`src/include/asr_pkg.sv`:
```
// Constants and types shared by both ends of the serial result readout link.
// Assumes a 200 MHz system clock on each end and a link joined by asr_link_if.
// Operation
// - Result readable after, during, or split across conversions.
// - First rising bit clock edge starts shifting.
// - Twelve-bit two's complement word, MSB first.
// - Host samples bits on falling clock edge; asr_host samples at the end of each low phase instead.
// - Rising-edge host adds one extra clock period.
// - Host parks clock low or deselects before busy.
// - Load blocked keeps old contents, drops result.
// - Shift register loads only at conversion end.
// - Host keeps bit clock static before next conversion.
// - In-conversion reads use fast clock, finish early.
// - Deselect disables outputs and blocks bit clock.
// - Deselect disables outputs at any moment.
// - Bit clock driven only in internal mode.
// - Falling trigger starts conversion whatever the select.
// - Deselected internal transfer runs, result lost.
// - Host parks clock five microseconds before busy.
// - Trigger ignored while conversion in progress.
package asr_pkg;

	// ****************************************************************
	// Word format and timing.
	// ****************************************************************
	localparam int          WORD_W        = 12;
	localparam int          CNT_W         = 4;
	localparam int          CLK_PERIOD_NS = 5;
	localparam int          SAMPLE_TRIGGER_N_TIME_NS  = 12000;
	localparam int          SAMPLE_TRIGGER_N_CYCLES   = SAMPLE_TRIGGER_N_TIME_NS / CLK_PERIOD_NS;
	localparam int          PARK_TIME_NS  = 5000;
	localparam int          PARK_CYCLES   = PARK_TIME_NS / CLK_PERIOD_NS;
	localparam int          INT_HALF_NS   = 355;
	localparam int          INT_HALF_CYC  = INT_HALF_NS / CLK_PERIOD_NS;
	localparam int          HOST_HALF_CYC = 8;
	localparam int          SAMPLE_TRIGGER_N_CNT_W    = 16;
	localparam int          HALF_CNT_W    = 8;
	localparam logic [11:0] RESULT_RST    = 12'h000;

	typedef logic [WORD_W-1:0] asr_word_t;

	typedef enum logic [1:0] {
		ASR_IDLE  = 2'b00,
		ASR_SAMPLE_TRIGGER_N  = 2'b01,
		ASR_LOAD  = 2'b10
	} asr_state_e;

	typedef enum logic [1:0] {
		ASRH_IDLE = 2'b00,
		ASRH_HIGH = 2'b01,
		ASRH_LOW  = 2'b10,
		ASRH_DONE = 2'b11
	} asr_host_e;

endpackage : asr_pkg

```
`src/include/asr_link_if.sv`:
```
// Link between the converter end and the host end.
// Assumes the bench resolves the bit clock and data wires from the enables.
interface asr_link_if;
	logic sample_trigger_n;
	logic clock_source_select;
	logic cs_n;
	logic busy;
	logic sbc_host;
	logic sbc_dev;
	logic sbc_dev_oe_n;
	logic data_dev;
	logic data_oe_n;
	logic serial_bit_clock;
	logic data_line;

	modport dev (
		input  sample_trigger_n, clock_source_select, cs_n, sbc_host,
		output busy, sbc_dev, sbc_dev_oe_n, data_dev, data_oe_n
	);
	modport host (
		input  busy, serial_bit_clock, data_line,
		output sample_trigger_n, clock_source_select, cs_n, sbc_host
	);
endinterface : asr_link_if

```
`src/rtl/asr_buf2.sv`:
```
// Two-entry valid/ready buffer for result words.
// Assumes source and sink on the same clock.
module asr_buf2
	import asr_pkg::*;
(
	input  wire logic           clk_i,
	input  wire logic           rst_b_i,
	input  wire logic           in_valid_i,
	output logic                in_ready_o,
	input  wire asr_pkg::asr_word_t in_data_i,
	output logic                out_valid_o,
	input  wire logic           out_ready_i,
	output asr_pkg::asr_word_t  out_data_o
);
	import asr_pkg::*;

	asr_word_t  mem_ff [2];
	asr_word_t  nxt_mem [2];
	logic       wr_ff, rd_ff, nxt_wr, nxt_rd;
	logic [1:0] cnt_ff, nxt_cnt;
	logic       push, pop;

	assign in_ready_o  = (cnt_ff != 2'h2);
	assign out_valid_o = (cnt_ff != 2'h0);
	assign out_data_o  = mem_ff[rd_ff];
	assign push        = in_valid_i & in_ready_o;
	assign pop         = out_valid_o & out_ready_i;

	always_comb begin
		nxt_mem = mem_ff;
		nxt_wr  = wr_ff;
		nxt_rd  = rd_ff;
		nxt_cnt = cnt_ff;
		if (push) begin
			nxt_mem[wr_ff] = in_data_i;
			nxt_wr         = ~wr_ff;
		end
		if (pop) begin
			nxt_rd = ~rd_ff;
		end
		nxt_cnt = cnt_ff + {1'b0, push} - {1'b0, pop};
	end

	always_ff @(posedge clk_i) begin
		if (!rst_b_i) begin
			mem_ff[0] <= RESULT_RST;
			mem_ff[1] <= RESULT_RST;
			wr_ff     <= 1'b0;
			rd_ff     <= 1'b0;
			cnt_ff    <= 2'h0;
		end else begin
			mem_ff <= nxt_mem;
			wr_ff  <= nxt_wr;
			rd_ff  <= nxt_rd;
			cnt_ff <= nxt_cnt;
		end
	end
endmodule : asr_buf2

```
`src/rtl/asr_host.sv`:
```
// Host end: starts conversions and clocks the result out in external mode.
// Assumes the device end and the bench resolve the shared wires.
module asr_host
	import asr_pkg::*;
(
	input  wire logic           clk_i,
	input  wire logic           rst_b_i,
	asr_link_if.host            link,
	input  wire logic           start_i,
	output logic                start_ready_o,
	output logic                word_valid_o,
	input  wire logic           word_ready_i,
	output asr_pkg::asr_word_t  word_o
);
	import asr_pkg::*;

	logic [1:0] b1_ff, b2_ff;
	logic       busy_d_ff, busy_rise;
	asr_host_e              st_ff, nxt_st;
	logic [HALF_CNT_W-1:0]  half_ff, nxt_half;
	logic [CNT_W-1:0]       bit_ff, nxt_bit;
	asr_word_t              sh_ff, nxt_sh;
	logic                   sclk_ff, nxt_sclk;
	logic                   trig_ff, nxt_trig;
	logic                   push, in_ready;

	always_ff @(posedge clk_i) begin
		if (!rst_b_i) begin
			b1_ff     <= 2'h2;
			b2_ff     <= 2'h2;
			busy_d_ff <= 1'b1;
		end else begin
			b1_ff     <= {link.busy, link.data_line};
			b2_ff     <= b1_ff;
			busy_d_ff <= b2_ff[1];
		end
	end
	assign busy_rise = b2_ff[1] & ~busy_d_ff;

	assign start_ready_o            = (st_ff == ASRH_IDLE);
	assign push                     = (st_ff == ASRH_DONE);
	assign link.clock_source_select = 1'b1;
	assign link.cs_n                = 1'b0;
	assign link.sbc_host            = sclk_ff;
	assign link.sample_trigger_n    = trig_ff;

	always_comb begin
		nxt_st   = st_ff;
		nxt_half = half_ff;
		nxt_bit  = bit_ff;
		nxt_sh   = sh_ff;
		nxt_sclk = sclk_ff;
		nxt_trig = 1'b1;
		case (st_ff)
			ASRH_IDLE: begin
				nxt_sclk = 1'b0;
				if (start_i) begin
					nxt_trig = 1'b0;
				end
				if (busy_rise) begin
					nxt_st   = ASRH_HIGH;
					nxt_bit  = CNT_W'(WORD_W + 1);
					nxt_half = HALF_CNT_W'(HOST_HALF_CYC - 1);
					nxt_sclk = 1'b1;
				end
			end
			ASRH_HIGH: begin
				if (half_ff == '0) begin
					nxt_half = HALF_CNT_W'(HOST_HALF_CYC - 1);
					nxt_sclk = 1'b0;
					nxt_st   = ASRH_LOW;
				end else begin
					nxt_half = half_ff - HALF_CNT_W'(1);
				end
			end
			ASRH_LOW: begin
				if (half_ff == '0) begin
					nxt_sh  = {sh_ff[WORD_W-2:0], b2_ff[0]};
					nxt_bit = bit_ff - CNT_W'(1);
					nxt_half = HALF_CNT_W'(HOST_HALF_CYC - 1);
					if (bit_ff == CNT_W'(2)) begin
						nxt_st = ASRH_DONE;
					end else begin
						nxt_sclk = 1'b1;
						nxt_st   = ASRH_HIGH;
					end
				end else begin
					nxt_half = half_ff - HALF_CNT_W'(1);
				end
			end
			ASRH_DONE: begin
				if (in_ready) begin
					nxt_st = ASRH_IDLE;
				end
			end
			default: begin
				nxt_st = ASRH_IDLE;
			end
		endcase
	end

	always_ff @(posedge clk_i) begin
		if (!rst_b_i) begin
			st_ff   <= ASRH_IDLE;
			half_ff <= '0;
			bit_ff  <= '0;
			sh_ff   <= RESULT_RST;
			sclk_ff <= 1'b0;
			trig_ff <= 1'b1;
		end else begin
			st_ff   <= nxt_st;
			half_ff <= nxt_half;
			bit_ff  <= nxt_bit;
			sh_ff   <= nxt_sh;
			sclk_ff <= nxt_sclk;
			trig_ff <= nxt_trig;
		end
	end

	asr_buf2 u_buf (
		.clk_i       (clk_i),
		.rst_b_i     (rst_b_i),
		.in_valid_i  (push),
		.in_ready_o  (in_ready),
		.in_data_i   (sh_ff),
		.out_valid_o (word_valid_o),
		.out_ready_i (word_ready_i),
		.out_data_o  (word_o)
	);
endmodule : asr_host

```
`src/flat_wrapper.sv`:
```
// flat-port wrapper written by rule: the top's interface ports become plain ports
module asr_host_flat import asr_pkg::*;
  (clk_i, rst_b_i, start_i, start_ready_o, word_valid_o, word_ready_i, word_o, link_busy, link_serial_bit_clock, link_data_line, link_sample_trigger_n, link_clock_source_select, link_cs_n, link_sbc_host);
  asr_link_if link_i ();
  input  wire logic clk_i;
  input  wire logic rst_b_i;
  input  wire logic start_i;
  output logic start_ready_o;
  output logic word_valid_o;
  input  wire logic word_ready_i;
  output asr_pkg::asr_word_t word_o;
  input wire logic [$bits(link_i.busy)-1:0] link_busy;
  input wire logic [$bits(link_i.serial_bit_clock)-1:0] link_serial_bit_clock;
  input wire logic [$bits(link_i.data_line)-1:0] link_data_line;
  output wire logic [$bits(link_i.sample_trigger_n)-1:0] link_sample_trigger_n;
  output wire logic [$bits(link_i.clock_source_select)-1:0] link_clock_source_select;
  output wire logic [$bits(link_i.cs_n)-1:0] link_cs_n;
  output wire logic [$bits(link_i.sbc_host)-1:0] link_sbc_host;
  assign link_i.busy = link_busy;
  assign link_i.serial_bit_clock = link_serial_bit_clock;
  assign link_i.data_line = link_data_line;
  assign link_sample_trigger_n = link_i.sample_trigger_n;
  assign link_clock_source_select = link_i.clock_source_select;
  assign link_cs_n = link_i.cs_n;
  assign link_sbc_host = link_i.sbc_host;
  asr_host u_core (.clk_i(clk_i), .rst_b_i(rst_b_i), .link(link_i), .start_i(start_i), .start_ready_o(start_ready_o), .word_valid_o(word_valid_o), .word_ready_i(word_ready_i), .word_o(word_o));
endmodule
```
`config.mk`:
```
export PLATFORM = sky130hd
export DESIGN_NAME = asr_host_flat
export DESIGN_NICKNAME = d
export VERILOG_FILES = /design/src/include/asr_pkg.sv /design/src/include/asr_link_if.sv /design/src/rtl/asr_buf2.sv /design/src/rtl/asr_host.sv /design/src/flat_wrapper.sv
export SDC_FILE = /design/constraint.sdc
export NUM_CORES = 1
export LEC_CHECK = 0
export ABC_AREA = 1
export BUFFER_PORTS_ARGS = -buffer_cell sky130_fd_sc_hd__buf_2
export CAP_MARGIN = 30
export CORE_ASPECT_RATIO = 0.75
export CORE_MARGIN = 4
export CORE_UTILIZATION = 35
export DETAILED_ROUTE_END_ITERATION = 8
export SYNTH_ARGS = -nofsm -noshare
export SYNTH_HDL_FRONTEND = slang
export SYNTH_SLANG_ARGS = --single-unit
```
`constraint.sdc`:
```
create_clock -name clk_i -period 2.3 [get_ports clk_i]
set_clock_uncertainty 0.05 [all_clocks]
set_input_delay 0.23 -clock clk_i [delete_from_list [all_inputs] [get_ports clk_i]]
set_output_delay 0.23 -clock clk_i [all_outputs]
set_load 0.005 [all_outputs]
```
==> flow_metrics.tcl <==
set metrics [dict create \
    outcome "finished clean" \
    route.met3.wl_um 283 \
    crit_chain "ha_1 -> nand2_2 -> or2_1 -> o21ai_0 -> a21oi_1" \
    finalCritPeriodShare_pct 82.2 \
    drt_wl_total_mm 5.55 \
    synth_fp_nets 395 \
    drc_errors 0 \
    netlist_area_mm2 0.00273 \
    worst-path-max-fanout 25 \
    place.gp.congestion 0.785 \
    clk_pin_slew_ns 0.07 \
    maxSlewViolCount 0 \
    clock_latency_ns 0.34 \
    maxCapViolCount 0 \
    total_power_uw 3060 \
    grt_util_all_layers_pct 13.3 \
    overflow 0 \
    grt_pass1_wl_mm 9.76 \
    cts_resized 0 \
    worstMarginPinSlew_ns 0.858 \
    cts_root_buf "clkbuf_8" \
    ys_seq_area_share_pct 44.7 \
    stdcell_count 502 \
    nets 413 \
    ant_nets 0 \
    post_cts_buffers 0 \
    place_area_mm2 0.00288 \
    wl_per_cell_um 11.0 \
    antenna_cells 0 \
    critPathTopFamily "simple AND/OR/NAND/NOR gates" \
    port_buffers 21 \
    fmax_ghz 0.529 \
    cts_max_path_buffers 2 \
    cts_hold_buf 0 \
    cp-start-kind "flip-flop" \
    crit_type "reg -> reg" \
    r2r_cells 5 \
    crit_buf_inv 0 \
    die_y_um 84.5 \
    wl_met1_mm 2.77 \
    synth-seq-cells 61 \
    syn_avg_cell_area_um2 7.23 \
    dieArea_mm2 0.00930 \
    antenna_found_initial 0 \
    cts_made_buffers 9 \
    power_density_mw_per_mm2 1000 \
    via_per_inst 4.68 \
    slew_headroom_pct 42.8 \
    crit_required_ns 2.44 \
    yosys_warnings 0 \
    grt_max_degree 39 \
    htreeDepth 3 \
    hold_depth 2 \
    core_area_mm2 0.00747 \
    timing.rr.start "u_core.st_ff[0]" \
    setup-tns-final_ns 0 \
    dpl.hpwl_mm 3.81 \
    rsz0062_at_grt "no" \
    rows 27 \
    worst_setup_path_end_kind "flip-flop" \
    reg2reg_slack_ns 0.41 \
    final_area_mm2 0.00305 \
    period_needed_ns 1.89 \
    dr.first_iter.drc_count 149 \
    layout_commonest_cell "nand2_1" \
    syn_inst 378 \
    worstPathArrival_ns 2.03 \
    area_delta_synth_final_pct 11.8 \
    netlist-cell-type-count 26 \
    cpMaxStageDelayCell "or2_1" \
    max_stage_delay_ns 0.53 \
    setup_violations 0 \
    final_cell_mix "nand2_1 (79), dfxtp_1 (61), nor2_1 (46), inv_1 (42), o21ai_0 (36)" \
    highest_layer "met4" \
    dpl.cell_count 486 \
    vias 2349 \
    first_global_vias 2161 \
    ir_worst_vdd_v 0.000395 \
    worstHoldStart "link_busy" \
    io_pins 25 \
    hold_class "in -> reg" \
    reg2reg_to "u_core.u_buf.mem_ff[13]" \
    cts_tree "done" \
    die_w_um 110 \
    drt_pass1_iterations 5 \
    cts.sinks 61 \
    hold_viol 0 \
    holdPathEnd "u_core.b1_ff[1]" \
    wl_met2_mm 2.41 \
    drive_above_1_share_pct 13.7 \
    initial_core_util_pct 36.6 \
    p_leak_uw 0.00134 \
]
-- where the power goes --
group          switching, uW  internal (uW)  leakage (uW)
clock network            443            393     0.0000856
logic                    632            324      0.000764
registers               84.6           1190      0.000495
total                   1160           1900       0.00134
-- state kept, by name, indices dropped and copies added, names as in the netlist --
register	flops
u_core.b1_ff	2
u_core.b2_ff	2
u_core.bit_ff	4
u_core.st_ff	2
u_core.busy_d_ff	1
u_core.sh_ff	12
u_core.u_buf.cnt_ff	2
u_core.link.sbc_host	1
u_core.u_buf.rd_ff	1
u_core.link.sample_trigger_n	1
u_core.u_buf.wr_ff	1
u_core.half_ff	8
u_core.u_buf.mem_ff	24
-- worst reg2reg max path, stage by stage (launching register included) --
cell,delay (ns)
dfxtp_1,0.41
ha_1,0.31
nand2_2,0.10
or2_1,0.53
o21ai_0,0.29
a21oi_1,0.06
-- Yosys cell counts, drive strengths merged --
| master | instances | area share, % |
|---|---|---|
| nand4 | 1 | 0.23 |
| or2 | 7 | 1.6 |
| inv | 43 | 5.9 |
| buf | 10 | 2.9 |
| nand2 | 82 | 12 |
| nor3 | 6 | 1.1 |
| ha | 10 | 4.6 |
| o21ai | 45 | 8.5 |
| dfxtp | 61 | 45 |
| nand3 | 18 | 3.3 |
| conb | 2 | 0.27 |
| a31oi | 2 | 0.46 |
| xnor2 | 1 | 0.32 |
| clkbuf | 8 | 1.2 |
| a21oi | 35 | 6.6 |
| nor2 | 47 | 6.7 |
-- stage by stage --
stage / setup slack, ns / util, % / hold WS (ns)
CTS: 0.413 / 40.9 / 0.0123
finish: 0.410 / 40.9 / 0.0249
detailed placement: 0.421 / 38.6 / 0.348
global route: 0.152 / 40.9 / 0.0170
global placement: 0.453 / 38.6 / 0.348
floorplan: 0.660 / - / 0.267
-- cell families after synthesis --
logic type | share of synthesized area, %
adders and majority gates | 4.58
xor gates and xnor gates | 0.321
buffers and inverters | 10.1
and+or+nand+nor | 24.5
AOI/OAI and AO/OA | 15.5
other | 0.275
DFF | 44.7
-- how the worst max path moves through the flow --
stage	startpoint	end	slack, ns	cells after the start
after floorplan	u_core.st_ff[0]	u_core.u_buf.cnt_ff[1]	0.66	8
after global placement	u_core.st_ff[0]	u_core.u_buf.mem_ff[23]	0.45	5
after detailed placement	u_core.st_ff[0]	u_core.u_buf.mem_ff[23]	0.42	5
after CTS	u_core.st_ff[0]	u_core.u_buf.mem_ff[23]	0.41	5
after global routing	u_core.st_ff[0]	u_core.u_buf.mem_ff[13]	0.15	5
final	u_core.st_ff[0]	u_core.u_buf.mem_ff[13]	0.41	5
-- final cells by class --
type	instances	area (um^2)
clock inverters	7	51.3
flip-flops and latches	61	1220
well taps	101	126
fillers	785	4410
multi-input cells	256	1230
repair buffers	25	135
inverters	43	161
clock buffers	9	124
-- routing by layer --
metal / GRT usage (%) / up-vias
met4: 5.10 / 0
met1: 17.2 / 1061
met5: 0 / -
met3: 4.61 / 8
met2: 20.3 / 43
li1: - / 1237
Note: power is estimated with default switching activity, not from simulation.
